[config.mk]
export PLATFORM = sky130hd
export DESIGN_NAME = cascaded_dual_pic_ack_unit
export DESIGN_NICKNAME = d
export VERILOG_FILES = /design/src/cascaded_dual_pic_ack_unit.v /design/src/pic_core.v
export VERILOG_INCLUDE_DIRS = /design/src
export SDC_FILE = /design/constraint.sdc
export NUM_CORES = 1
export LEC_CHECK = 0
export ABC_AREA = 1
export BUFFER_PORTS_ARGS = -buffer_cell sky130_fd_sc_hd__buf_2
export CAP_MARGIN = 25
export CELL_PAD_IN_SITES_DETAIL_PLACEMENT = 1
export CELL_PAD_IN_SITES_GLOBAL_PLACEMENT = 2
export CORE_UTILIZATION = 38
export DETAILED_ROUTE_END_ITERATION = 7
export PLACE_DENSITY_LB_ADDON = 0.1
export SYNTH_ARGS = -nofsm -noshare
export SYNTH_HDL_FRONTEND = slang
export SYNTH_SLANG_ARGS = --single-unit
export TNS_END_PERCENT = 30
[constraint.sdc]
create_clock -name clock -period 4.6 [get_ports clock]
set_input_delay 0 -clock clock [delete_from_list [all_inputs] [get_ports clock]]
set_output_delay 0 -clock clock [all_outputs]
set_load 0.02 [all_outputs]
[src/pic_consts.vh]
`ifndef PIC_CONSTS_VH
`define PIC_CONSTS_VH
// i/o port addresses
`define MASTER_COMMAND_PORT 16'h0020
`define MASTER_MASK_PORT 16'h0021
`define SLAVE_COMMAND_PORT 16'h00a0
`define SLAVE_MASK_PORT 16'h00a1
`define MASTER_TRIGGER_SELECT 16'h04d0
`define SLAVE_TRIGGER_SELECT 16'h04d1
// command byte fields
`define INIT_START_BIT 4
`define OCW_SEL_BIT 3
`define EOI_BIT 5
`define SPECIFIC_BIT 6
`define READ_REG_BIT 1
`define READ_ISR_BIT 0
`define AUTO_END_OF_INTERRUPT_BIT 1
`define UPM_BIT 0
// reset values
`define TRIGGER_RESET 8'h00
`define MASK_RESET 8'h00
`define SLAVE_ID_RESET 3'h7
`define SPURIOUS_LEVEL 3'h7
// cascade input of the master
`define CASCADE_LINE 2
// init sequence steps
`define STEP_IDLE 2'h0
`define STEP_TWO 2'h1
`define STEP_THREE 2'h2
`define STEP_FOUR 2'h3
// acknowledge sequencer width of each internal pulse, in cycles
`define ACK_PULSE_CYCLES 1
`endif

[src/cascaded_dual_pic_ack_unit.v]
`timescale 1ns/100ps
`include "pic_consts.vh"
// How it works
// - master serves lines 0-7, slave 8-15; slave output feeds master line 2
// - line 0 comes from the internal timer, line 2 is cascade only
// - each controller has its own edge/level select register
// - reset gives two-pulse ack, edge mode, normal end, cascade operation
// - command and mask ports at 20h/21h and A0h/A1h, eight bits
// - line 12 also from aux buffer full, line 13 from coprocessor error
// - priority 0,1, then 8-15, then 3-7
// - each controller keeps request and in-service registers
// - highest pending request moves into in-service during acknowledge
// - mask gates requests without blocking lower lines
// - rising request sets request bit; winner raises the processor interrupt
// - one external acknowledge pulse makes two internal acknowledge cycles
// - internal acknowledge sequence runs on the clock, one idle cycle between the two pulses
// - first acknowledge freezes, sets in-service, clears request, no data
// - master sends slave code after first pulse; slave compares identity
// - second acknowledge drives the eight-bit vector from the responder
// - auto end clears in-service after second pulse; else end command
// - request gone at acknowledge gives spurious level 7
// - vector holds base in bits 7-3 and line number in 2-0
// - command write with bit 4 starts init; three mask-port writes follow
// - init start clears mask, slave id 7, selects request reads
module cascaded_dual_pic_ack_unit (
  input wire clock,
  input wire reset_n,
  input wire [15:0] irq_pins,
  input wire timer_out,
  input wire aux_buffer_full,
  input wire coprocessor_error_n,
  input wire acknowledge_pulse_n,
  input wire [15:0] io_address,
  input wire io_write,
  input wire io_read,
  input wire [7:0] io_write_data,
  output reg [7:0] io_read_data,
  output reg io_read_valid,
  output reg cpu_interrupt_request,
  output reg [7:0] ack_vector,
  output reg ack_vector_valid
);
  localparam ACK_IDLE = 3'h0;
  localparam ACK_FIRST = 3'h1;
  localparam ACK_GAP = 3'h2;
  localparam ACK_SECOND = 3'h3;
  localparam ACK_DONE = 3'h4;
  localparam ACK_WAIT = 3'h5;
  reg [15:0] pins_meta_q;
  reg [15:0] pins_sync_q;
  reg [2:0] side_meta_q;
  reg [2:0] side_sync_q;
  reg ack_meta_q;
  reg ack_sync_q;
  reg ack_prev_q;
  reg [2:0] ack_state_q;
  reg [2:0] ack_state_d;
  wire slave_int;
  wire [2:0] cascade_bus;
  wire [7:0] m_cmd_read;
  wire [7:0] m_mask_read;
  wire [7:0] m_trig_read;
  wire [7:0] s_cmd_read;
  wire [7:0] s_mask_read;
  wire [7:0] s_trig_read;
  wire m_int;
  wire m_vec_valid;
  wire s_vec_valid;
  wire [7:0] m_vector;
  wire [7:0] s_vector;
  wire [7:0] master_lines;
  wire [7:0] slave_lines;
  wire ack_first;
  wire ack_second;
  wire ack_end;
  wire ack_start;
  // external sources pass two flip-flops before use
  always @(posedge clock) begin
    if (!reset_n) begin
      pins_meta_q <= 16'h0000;
      pins_sync_q <= 16'h0000;
      side_meta_q <= 3'h0;
      side_sync_q <= 3'h0;
      ack_meta_q <= 1'b1;
      ack_sync_q <= 1'b1;
      ack_prev_q <= 1'b1;
    end else begin
      pins_meta_q <= irq_pins;
      pins_sync_q <= pins_meta_q;
      side_meta_q <= {timer_out, aux_buffer_full, ~coprocessor_error_n};
      side_sync_q <= side_meta_q;
      ack_meta_q <= acknowledge_pulse_n;
      ack_sync_q <= ack_meta_q;
      ack_prev_q <= ack_sync_q;
    end
  end
  // line routing: timer on 0, slave output on 2, internal sources on 12 and 13
  assign master_lines = {pins_sync_q[7:3], slave_int, pins_sync_q[1], side_sync_q[2]};
  assign slave_lines = {pins_sync_q[15:14], pins_sync_q[13] | side_sync_q[0],
    pins_sync_q[12] | side_sync_q[1], pins_sync_q[11:8]};
  assign ack_start = ack_prev_q & ~ack_sync_q;
  // acknowledge sequencer: two one-cycle internal pulses per external pulse
  always @* begin
    ack_state_d = ack_state_q;
    case (ack_state_q)
      ACK_IDLE: begin
        if (ack_start) begin
          ack_state_d = ACK_FIRST;
        end
      end
      ACK_FIRST: begin
        ack_state_d = ACK_GAP;
      end
      ACK_GAP: begin
        ack_state_d = ACK_SECOND;
      end
      ACK_SECOND: begin
        ack_state_d = ACK_DONE;
      end
      ACK_DONE: begin
        ack_state_d = ACK_WAIT;
      end
      ACK_WAIT: begin
        if (ack_sync_q) begin
          ack_state_d = ACK_IDLE;
        end
      end
      default: begin
        ack_state_d = ACK_IDLE;
      end
    endcase
  end
  always @(posedge clock) begin
    if (!reset_n) begin
      ack_state_q <= ACK_IDLE;
    end else begin
      ack_state_q <= ack_state_d;
    end
  end
  // internal pulses stay inside the block
  assign ack_first = (ack_state_q == ACK_FIRST);
  assign ack_second = (ack_state_q == ACK_SECOND);
  assign ack_end = (ack_state_q == ACK_DONE);
  // master controller, lines 0-7
  pic_core master_controller (
    .clock(clock),
    .reset_n(reset_n),
    .request_lines(master_lines),
    .cmd_write(io_write && io_address == `MASTER_COMMAND_PORT),
    .mask_write(io_write && io_address == `MASTER_MASK_PORT),
    .trig_write(io_write && io_address == `MASTER_TRIGGER_SELECT),
    .write_data(io_write_data),
    .ack_first(ack_first),
    .ack_second(ack_second),
    .ack_end(ack_end),
    .is_slave(1'b0),
    .cascade_in(3'h0),
    .interrupt_out(m_int),
    .cmd_read(m_cmd_read),
    .mask_read(m_mask_read),
    .trig_read(m_trig_read),
    .cascade_out(cascade_bus),
    .vector_valid(m_vec_valid),
    .vector(m_vector)
  );
  // slave controller, lines 8-15, priority inserted at master line 2
  pic_core slave_controller (
    .clock(clock),
    .reset_n(reset_n),
    .request_lines(slave_lines),
    .cmd_write(io_write && io_address == `SLAVE_COMMAND_PORT),
    .mask_write(io_write && io_address == `SLAVE_MASK_PORT),
    .trig_write(io_write && io_address == `SLAVE_TRIGGER_SELECT),
    .write_data(io_write_data),
    .ack_first(ack_first),
    .ack_second(ack_second),
    .ack_end(ack_end),
    .is_slave(1'b1),
    .cascade_in(cascade_bus),
    .interrupt_out(slave_int),
    .cmd_read(s_cmd_read),
    .mask_read(s_mask_read),
    .trig_read(s_trig_read),
    .cascade_out(),
    .vector_valid(s_vec_valid),
    .vector(s_vector)
  );
  // processor interrupt and vector return
  always @(posedge clock) begin
    if (!reset_n) begin
      cpu_interrupt_request <= 1'b0;
      ack_vector <= 8'h00;
      ack_vector_valid <= 1'b0;
    end else begin
      cpu_interrupt_request <= m_int;
      ack_vector_valid <= m_vec_valid | s_vec_valid;
      if (s_vec_valid) begin
        ack_vector <= s_vector;
      end else if (m_vec_valid) begin
        ack_vector <= m_vector;
      end
    end
  end
  // i/o read: read-back registers settle one cycle after the access
  always @(posedge clock) begin
    if (!reset_n) begin
      io_read_data <= 8'h00;
      io_read_valid <= 1'b0;
    end else begin
      io_read_valid <= io_read;
      case (io_address)
        `MASTER_COMMAND_PORT: io_read_data <= m_cmd_read;
        `MASTER_MASK_PORT: io_read_data <= m_mask_read;
        `MASTER_TRIGGER_SELECT: io_read_data <= m_trig_read;
        `SLAVE_COMMAND_PORT: io_read_data <= s_cmd_read;
        `SLAVE_MASK_PORT: io_read_data <= s_mask_read;
        `SLAVE_TRIGGER_SELECT: io_read_data <= s_trig_read;
        default: io_read_data <= 8'h00;
      endcase
    end
  end
endmodule // cascaded_dual_pic_ack_unit

[src/pic_core.v]
`timescale 1ns/100ps
`include "pic_consts.vh"
// one eight-line controller core
module pic_core (
  input wire clock,
  input wire reset_n,
  input wire [7:0] request_lines,
  input wire cmd_write,
  input wire mask_write,
  input wire trig_write,
  input wire [7:0] write_data,
  input wire ack_first,
  input wire ack_second,
  input wire ack_end,
  input wire is_slave,
  input wire [2:0] cascade_in,
  output reg interrupt_out,
  output reg [7:0] cmd_read,
  output reg [7:0] mask_read,
  output reg [7:0] trig_read,
  output reg [2:0] cascade_out,
  output reg vector_valid,
  output reg [7:0] vector
);
  reg [7:0] request_register_q;
  reg [7:0] in_service_register_q;
  reg [7:0] mask_register_q;
  reg [7:0] trigger_q;
  reg [7:0] line_prev_q;
  reg [4:0] vector_base_bits_q;
  reg [7:0] init_word_three_q;
  reg auto_end_of_interrupt_q;
  reg read_isr_q;
  reg [1:0] step_q;
  reg [2:0] acked_level_q;
  reg responding_q;
  reg [7:0] edge_set;
  reg [7:0] pending;
  reg [7:0] win_onehot;
  reg [2:0] win_level;
  reg win_any;
  reg [7:0] isr_top;
  integer i;
  integer j;
  // edge and level request capture
  always @* begin
    for (j = 0; j < 8; j = j + 1) begin
      edge_set[j] = trigger_q[j] ? request_lines[j] : (request_lines[j] & ~line_prev_q[j]);
    end
  end
  // priority: line 0 highest, masked lines skipped without blocking lower ones
  always @* begin
    pending = request_register_q & ~mask_register_q;
    win_onehot = 8'h00;
    win_level = `SPURIOUS_LEVEL;
    win_any = 1'b0;
    for (i = 7; i >= 0; i = i - 1) begin
      if (pending[i]) begin
        win_onehot = 8'h00;
        win_onehot[i] = 1'b1;
        win_level = i[2:0];
        win_any = 1'b1;
      end
    end
    isr_top = 8'h00;
    for (i = 7; i >= 0; i = i - 1) begin
      if (in_service_register_q[i]) begin
        isr_top = 8'h00;
        isr_top[i] = 1'b1;
      end
    end
  end
  // registers, init sequence and acknowledge handling
  always @(posedge clock) begin
    if (!reset_n) begin
      request_register_q <= 8'h00;
      in_service_register_q <= 8'h00;
      mask_register_q <= `MASK_RESET;
      trigger_q <= `TRIGGER_RESET;
      line_prev_q <= 8'h00;
      vector_base_bits_q <= 5'h00;
      init_word_three_q <= {5'h00, `SLAVE_ID_RESET};
      auto_end_of_interrupt_q <= 1'b0;
      read_isr_q <= 1'b0;
      step_q <= `STEP_IDLE;
      acked_level_q <= `SPURIOUS_LEVEL;
      responding_q <= 1'b0;
      interrupt_out <= 1'b0;
      cascade_out <= 3'h0;
      vector_valid <= 1'b0;
      vector <= 8'h00;
    end else begin
      line_prev_q <= request_lines;
      vector_valid <= 1'b0;
      // request register updates freeze during the first acknowledge
      if (!ack_first) begin
        // level lines follow the pin; edge lines hold while the pin stays high
        request_register_q <= ((request_register_q & ~trigger_q) | edge_set) & request_lines;
      end
      interrupt_out <= win_any & ~|(isr_top & (win_onehot - 8'h01 | win_onehot));
      if (cmd_write && write_data[`INIT_START_BIT]) begin
        mask_register_q <= `MASK_RESET;
        init_word_three_q <= {5'h00, `SLAVE_ID_RESET};
        read_isr_q <= 1'b0;
        request_register_q <= 8'h00;
        in_service_register_q <= 8'h00;
        line_prev_q <= request_lines;
        step_q <= `STEP_TWO;
      end else if (cmd_write && !write_data[`OCW_SEL_BIT] && write_data[`EOI_BIT]) begin
        // end_of_interrupt_command: specific or lowest-numbered (highest priority) set bit
        if (write_data[`SPECIFIC_BIT]) begin
          in_service_register_q[write_data[2:0]] <= 1'b0;
        end else begin
          in_service_register_q <= in_service_register_q & ~isr_top;
        end
      end else if (cmd_write && write_data[`OCW_SEL_BIT] && write_data[`READ_REG_BIT]) begin
        read_isr_q <= write_data[`READ_ISR_BIT];
      end else if (mask_write) begin
        case (step_q)
          `STEP_TWO: begin
            vector_base_bits_q <= write_data[7:3];
            step_q <= `STEP_THREE;
          end
          `STEP_THREE: begin
            init_word_three_q <= write_data;
            step_q <= `STEP_FOUR;
          end
          `STEP_FOUR: begin
            auto_end_of_interrupt_q <= write_data[`AUTO_END_OF_INTERRUPT_BIT];
            step_q <= `STEP_IDLE;
          end
          default: begin
            mask_register_q <= write_data;
          end
        endcase
      end
      if (trig_write) begin
        trigger_q <= write_data;
      end
      // first acknowledge: set in-service, clear request, drive no data
      if (ack_first) begin
        acked_level_q <= win_level;
        if (win_any) begin
          in_service_register_q <= in_service_register_q | win_onehot;
          request_register_q <= request_register_q & ~win_onehot;
        end
        // master issues cascade code at the trailing edge of the first pulse
        cascade_out <= (win_any && init_word_three_q[win_level]) ? win_level : 3'h0;
        responding_q <= ~(win_any && init_word_three_q[win_level]);
      end
      // slave compares the cascade code with its identity
      if (ack_second) begin
        if (is_slave) begin
          responding_q <= (cascade_in == init_word_three_q[2:0]);
          vector_valid <= (cascade_in == init_word_three_q[2:0]);
        end else begin
          vector_valid <= responding_q;
        end
        vector <= {vector_base_bits_q, acked_level_q};
      end
      if (ack_end && auto_end_of_interrupt_q && (responding_q || !is_slave)) begin
        in_service_register_q[acked_level_q] <= 1'b0;
      end
    end
  end
  // register read-back
  always @(posedge clock) begin
    if (!reset_n) begin
      cmd_read <= 8'h00;
      mask_read <= 8'h00;
      trig_read <= 8'h00;
    end else begin
      cmd_read <= read_isr_q ? in_service_register_q : request_register_q;
      mask_read <= mask_register_q;
      trig_read <= trigger_q;
    end
  end
endmodule // pic_core
# Word-level counts from Yosys, hierarchy flattened
# Cells that the tools add are included.
# totals
register_bits	256
in_bits	48
output_inout_bits	19
wordCells	359
# classes
n_addsub	2
magnitude_cmp	8
n_eq_ne	24
mux	131
bitwise_logic	84
reduce_logical	58
# ops
operator	n
8-bit 2-to-1 mux	58
8-bit AND	16
8-bit inverter	11
1-bit 2-to-1 mux	49
8-bit bitwise OR	6
8-bit one-hot mux with 6 select lines	1
3-bit 2-to-1 mux	11
16-bit by 11-bit == test with 1-bit output (second input constant)	2
16-bit by 6-bit == test with 1-bit output (second input constant)	2
16-bit by 8-bit == test with 1-bit output (second input constant)	2
4-bit AND reduction	8
1-bit inverter	29
1-bit logical AND	24
3-bit by 4-bit < comparator with 1-bit output (second input constant)	5
5-bit AND reduction	4
1-bit AND	19
3-bit one-hot mux with 6 select lines	1
8-bit OR reduction	2
8-bit by 1-bit subtractor with 8-bit output (second input constant)	2
2-bit one-hot mux with 3 select lines	2
1-bit demux with 3-bit select	3
3-bit by 1-bit greater-or-equal comparator with 1-bit output (second input constant)	3
2-bit == test (second input constant)	4
2-bit 2-to-1 mux	4
17 further kinds	39

# Depth between registers and ports, before layout
# Gate-level depths: netlist (run 1).
# logic_depth
ltp_word	18
depth_mapped	13
depth_no_buf	13

# Modules after synthesis
# From an unflattened synthesis (run 1), not the netlist that was laid out.
# hier_totals
cells_unflattened	1477
area_unflattened_um2	11085.6
# by_module_without_submodules
module	instances	cells_each	area_each_um2	seq_area_each_um2
pic_core	2	556	4225.3	1961.9
cascaded_dual_pic_ack_unit	1	365	2635.0	1181.1

# Worst setup path after synthesis (run 1)
# No wires, ideal clock.
# synth_path
path_type	register to register
startpoint	register master_controller.mask_register_q[0]
endpoint	register master_controller.in_service_register_q[5]
arrival_time_ns	1.579
required_ns	4.485
slack_ns	2.906
path_stages_with_launch	13
synth_period_minus_slack_ns	1.694
path_cell_list	dfxtp_1 > inv_1 > nand2_2 > nand2_1 > nor2_2 > inv_1 > nor2_1 > nor2_2 > inv_2 > buf_2 > nand2_1 > a21oi_1 > nor2_1
# synth_between
elab_chain_len	9
elab_cells_between_ends	10
cone_classes	mux: 6; bitwise: 4
# synth_lines
element	line	text
start: declaration	pic_core.v:27	reg [7:0] mask_register_q;
start signal: assignment	pic_core.v:78	mask_register_q <= `MASK_RESET;
start signal: assignment	pic_core.v:102	mask_register_q <= `MASK_RESET;
start signal: assignment	pic_core.v:133	mask_register_q <= write_data;
8-bit inverter *	pic_core.v:53	pending = request_register_q & ~mask_register_q;
8-bit AND *	pic_core.v:53	
8-bit 2-to-1 mux	pic_core.v:58	if (pending[i]) begin
8-bit bitwise OR	pic_core.v:144	in_service_register_q <= in_service_register_q | win_onehot;
8-bit 2-to-1 mux *	pic_core.v:143	if (win_any) begin
8-bit 2-to-1 mux *	pic_core.v:141	if (ack_first) begin
8-bit 2-to-1 mux *	pic_core.v:75	if (!reset_n) begin
8-bit AND (no line)	--	
8-bit 2-to-1 mux *	pic_core.v:161	if (ack_end && auto_end_of_interrupt_q && (responding_q || !is_slave)) begin
end signal: assignment	pic_core.v:114	in_service_register_q <= in_service_register_q & ~isr_top;
end signal: assignment	pic_core.v:144	
end: declaration	pic_core.v:26	reg [7:0] in_service_register_q;
# Every way passes the cells marked *; elsewhere a longest branch is shown, timed or not. The select of a mux whose other input is x is not followed.
# A chain may end at the register's enable or synchronous reset.

# Final worst setup path (run 1)
# layout_path
startpoint	register ack_state_q[0]
endpoint	register slave_controller.in_service_register_q[1]
# layout_between
elab_chain_len	5
elab_cells_between_ends	8
cone_classes	eq/ne: 2; mux: 3; bitwise: 1; reduce/logical: 2
# layout_lines
element	line	text
start: declaration	cascaded_dual_pic_ack_unit.v:56	reg [2:0] ack_state_q;
start signal: assignment	cascaded_dual_pic_ack_unit.v:137	ack_state_q <= ack_state_d;
3-bit by 1-bit == test with 1-bit output	cascaded_dual_pic_ack_unit.v:141	assign ack_first = (ack_state_q == ACK_FIRST);
8-bit 2-to-1 mux	pic_core.v:141	
8-bit 2-to-1 mux	pic_core.v:75	
8-bit AND (no line)	--	
8-bit 2-to-1 mux *	pic_core.v:161	
end signal: assignment	pic_core.v:114	
end signal: assignment	pic_core.v:144	
end: declaration	pic_core.v:26	
# Marks and branches as above.

==> metrics.yaml, run 1 <==
logic_synthesis:
  synthTopCellsByCount: "267 x nand2_1, 252 x dfxtp_1, 211 x inv_1"
  synth.area.top_cells: "dfxtp_1 49%, nand2_1 9.8%, inv_1 7.7%"
  synth_top_area_cell: "dfxtp_1"
  syn_area_per_cell_um2: 7.327
  synth_edf_count: 0
  synthCells: 1395
  ys_warn_count: 0
  syn_area_um2: 10220
  synth.top_cell.area_share_pct: 49.36
  synth_most_common_cell: "nand2_1"
  seq_area_frac_synth_pct: 49.36
  synth_seq_cells: 252
  synthArstFlopShare_pct: 0
  syn_nets: 1453
  synth_cell_types: 38
  ys.flop_type: "dfxtp_1"
drt:
  wl_met2_um: 15120
  drt-met1-wl_um: 16130
  via_per_inst: 5.116
  drc: 5
  detail_route.first_pass.iterations: 6
  ant_nets: 0
  dr.first_iter.drc_count: 525
  wire_per_inst_um: 18.34
  wl_met3_um: 1793
  via_count: 9418
  dr.max_layer_used: "met5"
  wl_um: 33760
floorplan:
  die_h_um: 166.0
  core_area_um2: 26210
  die_w_um: 166.0
  ios: 67
  start_util_pct: 39.00
  dieArea_um2: 27560
  rows: 59
power:
  vdd_drop_max_uv: 449.0
  leakagePower_nw: 5.763
  internal-power_mw: 4.096
  combPwrFrac_pct: 11.6
  p_sw_mw: 1.456
  power.density_nw_per_um2: 453.6
  seq_power_share_pct: 42.1
  swShare_pct: 26.23
  clkPwrFrac_pct: 46.2
placement:
  port_buffers: 64
  hpwl_um: 24800
  globalplace.congestion: 0.9367
  dp_slack_ns: 2.160
timing:
  period_needed_ns: 2.402
  tightest_slew_ns: 0.6813
  fin_tns_setup_ns: 0
  rsz0062_at_grt: "false"
  fmax_mhz: 416.4
  drv_slew: 0
  finalCritPeriodShare_pct: 52.21
  setup_viol: 0
  clock_skew_ns: 0.02203
  worst_slack_ns: 2.198
  maxSlewHeadroom_pct: 54.42
  hold_violations: 0
job:
  maxCapViolCount: 0
finish:
  syn_to_final_growth_pct: 19.77
  final_nets: 1542
  diodes: 0
  reg.largest.list: "pins_meta_q: 14 flops, pins_sync_q: 14 flops"
  layout-drive-gt1-share_pct: 10.89
  fill_cells: 3293
  final_util_pct: 46.71
critical_path:
  crit_type: "flip-flop to flip-flop"
  critPathCaptureType: "flip-flop"
  critPathLaunchType: "flip-flop"
  crit_arrival_ns: 2.90
  required_ns: 5.10
  critPathMaxFanout: 21
status:
  violations: "design-rule violations"
  run_status: "complete, but fails checks"
clocking:
  cts_buffers: 28
  cts_tree: "done"
  hold_buffers: 31
  cts.sinks: 252
  h-tree-depth: 1
  cts.clk_slew.worst_paths_ns: 0.06
  cts_root_buffer: "clkbuf_16"
  post-cts-setup-buffers: 0
  clockBufferDepth: 3
  cts_resized: 0
  clock_latency_ns: 0.56
worst_hold_path:
  hold_class: "primary input to flip-flop"
global_routing:
  antenna_found_initial: 2
  grt-ovfl-total: 0
  grt_pass1_vias: 9417
  track_usage_pct: 24.73
  grt_pass1_wl_um: 52660
  grt_max_degree: 65
routing by layer:
layer	global-route usage [%]	vias to the layer above
met5	0	-
met4	6.664	2
met3	4.004	43
met2	40.56	184
met1	33.65	4532
li1	-	4657
power by group through the flow:
stage,Combinational (mW),Clock [mW],Sequential [mW]
floorplan,0.418,0,2.37
global placement,0.619,0,2.38
detailed placement,0.625,0,2.39
CTS,0.648,2.62,2.34
global route,0.727,2.71,2.35
finish,0.647,2.57,2.34
metrics by stage:
step	hold WS [ns]	cell area, µm²	total power [mW]	instances
floorplan	0.07238	10220	2.783	1395
global placement	0.1563	10810	3.003	1753
detailed placement	0.1601	10820	3.013	1754
CTS	0.04132	12210	5.609	1837
global route	0.09090	12240	5.787	1841
finish	0.05414	12240	5.553	1841
final cells by class:
type                            count  area [µm²]  area share [%]
Timing Repair Buffer              106       720.7           5.887
Clock inverter                     20       324.1           2.647
Sequential cell                   252        5045           41.21
Inverter                          223       842.1           6.879
Tap cell                          335       419.2           3.424
Multi-Input combinational cell    873        4135           33.78
Clock buffer                       32       755.7           6.173
layout by cell type (no fill, tap or decap), drive strengths merged, types with 4 or more instances in the layout:
cell type	n
nand2	275
dfxtp	252
inv	224
nor2	142
a21oi	138
o21ai	129
nand3	96
buf	73
dlygate4sd3	33
clkbuf	32
nand4	21
nor3	17
ha	10
clkinv	9
bufinv	8
nor4	7
a31oi	6
o211ai	6
a211oi	5
or2	5
and3	4
worst max-delay path: stages (launching register included):
cell and delay [ns]:
dfxtp_1 0.37, inv_2 0.06, nor2_1 0.08, inv_1 0.08, nor2_2 0.11, inv_1 0.24, buf_4 0.31, nor2_2 0.34
inv_2 0.15, o21ai_2 0.36, nand3_1 0.12, nor2_1 0.11
cells by family (layout without fill, tap and decap cells):
group | after synthesis | after routing | synth area share [%]
adder cells (fa/ha/maj) | 10 | 10 | 1.224
flip-flops | 252 | 252 | 49.36
XOR/XNOR | 3 | 3 | 0.2571
AND/OR/NAND/NOR | 567 | 567 | 23.96
AO/OA/AOI/OAI | 293 | 293 | 15.00
buffers and inverters | 270 | 381 | 10.21
final timing paths:
check / end / start / cells past startpoint / slack [ns]
min: master_controller.step_q[1] / io_address[11] / 6 / 0.05
max: slave_controller.in_service_register_q[1] / ack_state_q[0] / 11 / 2.20
min reg2reg: pins_sync_q[8] / pins_meta_q[8] / 2 / 0.40
max reg2reg: slave_controller.in_service_register_q[1] / ack_state_q[0] / 11 / 2.20
(Power assumes the default switching activity.)
==> run 2, diff against run 1 <==
Settings changed: CORE_UTILIZATION 38 to 35.
Clock period 4.6 ns to 2.3 ns, I/O delays scaled along.
==> metrics.yaml, run 2 (synthesized netlist as in run 1, its figures left out) <==
worst_hold_path:
  worstHoldStart: "io_address[10]"  # was io_address[11]
  min_path_cells: 6  # unchanged
  hold_class: "primary input to flip-flop"  # unchanged
  min_to: "master_controller.read_isr_q"  # was master_controller.step_q[1]
finish:
  final_nets: 1568  # was 1542
  layout-drive-gt1-share_pct: 12.15  # was 10.89%
  final_common_cell: "nand2_1"  # unchanged
  most-common-layout-cells: "267 x nand2_1, 252 x dfxtp_1, 211 x inv_1, 138 x a21oi_1, 132 x nor2_1"  # unchanged
  diodes: 0  # unchanged
  syn_to_final_growth_pct: 21.26  # was 19.77%
  design_area_um2: 12390  # was 12240 µm²
  reg.largest.list: "pins_meta_q: 14 flops, pins_sync_q: 14 flops"  # unchanged
floorplan:
  dieArea_um2: 29890  # was 27560 µm²
  die_h_um: 172.9  # was 166.0 µm
  ios: 67  # unchanged
  start_util_pct: 35.61  # was 39.00%
  die_w_um: 172.9  # was 166.0 µm
  core_area_um2: 28700  # was 26210 µm²
  rows: 62  # was 59
critical_path:
  r2r-end: "slave_controller.in_service_register_q[7]"  # was slave_controller.in_service_register_q[1]
  reg2reg_depth: 11  # unchanged
  critPathCaptureType: "flip-flop"  # unchanged
  crit_type: "primary input to flip-flop"  # was flip-flop to flip-flop
  required_ns: 2.74  # was 5.10 ns
  reg2reg_from: "slave_controller.mask_register_q[0]"  # was ack_state_q[0]
  critPathMaxFanout: 5  # was 21
  critPathLaunchType: "primary input"  # was flip-flop
  crit_arrival_ns: 2.60  # was 2.90 ns
  r2r_slack_ns: 0.25  # was 2.20 ns
placement:
  dp_slack_ns: 0.2817  # was 2.160 ns
  port_buffers: 64  # unchanged
  place_area_um2: 11110  # was 10820 µm²
  hpwl_um: 26150  # was 24800 µm
  globalplace.congestion: 0.8485  # was 0.9367
clocking:
  cts.clk_slew.worst_paths_ns: 0.06  # about the same
  cts_buffers: 29  # was 28
  clock_latency_ns: 0.55  # was 0.56 ns
  cts.sinks: 252  # unchanged
  h-tree-depth: 1  # unchanged
  cts_tree: "done"  # unchanged
  post-cts-setup-buffers: 0  # unchanged
  cts_root_buffer: "clkbuf_16"  # unchanged
  clockBufferDepth: 3  # unchanged
timing:
  whs_ns: 0.05040  # was 0.05414 ns
  setup_viol: 0  # unchanged
  finalCritPeriodShare_pct: 93.88
  hold_violations: 0  # unchanged
  drv_slew: 0  # unchanged
  maxSlewHeadroom_pct: 64.78  # was 54.42%
  fin_tns_setup_ns: 0  # unchanged
  rsz0062_at_grt: "false"  # unchanged
  clock_skew_ns: 0.01837  # was 0.02203 ns
  tightest_slew_ns: 0.5235  # was 0.6813 ns
  period_needed_ns: 2.159
  fmax_mhz: 463.1
  worst_slack_ns: 0.1407  # was 2.198 ns
power:
  total_power_mw: 10.79  # was 5.553 mW
  power.density_nw_per_um2: 870.7  # was 453.6 nW/µm²
  swShare_pct: 27.33  # was 26.23%
  internal-power_mw: 7.843  # was 4.096 mW
  seq_power_share_pct: 43.4  # was 42.1%
  leakagePower_nw: 5.853  # was 5.763 nW
  vdd_drop_max_uv: 590.4  # was 449.0 µV
  p_sw_mw: 2.949  # was 1.456 mW
  clkPwrFrac_pct: 43.5  # was 46.2%
  combPwrFrac_pct: 13.1  # was 11.6%
global_routing:
  grt-ovfl-total: 0  # unchanged
  grt_max_degree: 113  # was 65
  track_usage_pct: 23.86  # was 24.73%
  grt_pass1_vias: 9492  # was 9417
  antenna_found_initial: 2  # unchanged
  grt_pass1_wl_um: 54960  # was 52660 µm
drt:
  via_count: 9422  # was 9418
  wire_per_inst_um: 18.53  # was 18.34 µm
  dr.first_iter.drc_count: 640  # was 525
  wl_um: 35480  # was 33760 µm
  via_per_inst: 4.920  # was 5.116
  drc: 0  # was 5
  detail_route.first_pass.iterations: 5  # was 6
  ant_nets: 0  # unchanged
status:
  run_status: "finished, final reports clean"  # was complete, but fails checks
job:
  maxCapViolCount: 0  # unchanged
-- run 2: final cells by class --
cell class	instances	area (µm²)
Fill cell	3584	16310
Sequential cell	252	5045
Multi-Input combinational cell	873	4135
Timing Repair Buffer	131	915.9
Clock buffer	44	882.1
Inverter	223	842.1
Tap cell	384	480.5
Clock inverter	8	93.84
-- run 2: power groups by stage --
stage / Sequential, mW / Combinational (mW) / Clock, mW
finish: 4.68 / 1.41 / 4.70
global placement: 4.77 / 1.35 / 0
floorplan: 4.73 / 0.835 / 0
CTS: 4.68 / 1.41 / 4.80
detailed placement: 4.78 / 1.37 / 0
global route: 4.70 / 1.58 / 4.96
-- run 2: what timing repair did --
action | in CTS | in global routing
hold endpoints to repair | 55 | 0
hold buffers | 31 | 0
gates resized for setup | 0 | 0
-- run 2: through the flow --
stage / std cells / util, %
after global routing: 1915 / 43.18
after floorplan: 1395 / -
after global placement: 1832 / 38.70
final: 1915 / 43.18
after CTS: 1915 / 43.18
after detailed placement: 1832 / 38.70
-- run 2: metal layers --
layer / share of wire [%] / up-vias / global-route usage, %
met2: 44 / 187 / 38.09
met1: 50 / 4478 / 33.95
li1: - / 4707 / -
met3: 3.6 / 50 / 2.617
met5: 0 / - / 0
met4: 2.6 / 0 / 6.822
-- run 2: worst max path at each step --
| stage | startpoint | to | slack (ns) | cells after the start |
|---|---|---|---|---|
| 2_1_floorplan | master_controller.mask_register_q[0] | master_controller.in_service_register_q[5] | 0.61 | 12 |
| 5_1_grt | slave_controller.mask_register_q[0] | slave_controller.in_service_register_q[0] | 0.04 | 11 |
| 3_5_place_dp | io_address[9] | slave_controller.in_service_register_q[3] | 0.28 | 10 |
| 4_1_cts | io_write | slave_controller.read_isr_q | 0.20 | 9 |
| 6_report | io_address[9] | slave_controller.read_isr_q | 0.14 | 10 |
| 3_3_place_gp | io_address[9] | slave_controller.in_service_register_q[7] | 0.31 | 10 |
-- run 2: critical path, stage by stage --
cell           delay, ns
buf_2               0.10
or2_4               0.25
nor4_4              0.33
nand3_1             0.26
nor2_2              0.28
nand3_1             0.10
nor2_1              0.11
dlygate4sd3_1       0.55
nor3_1              0.05
dlygate4sd3_1       0.56
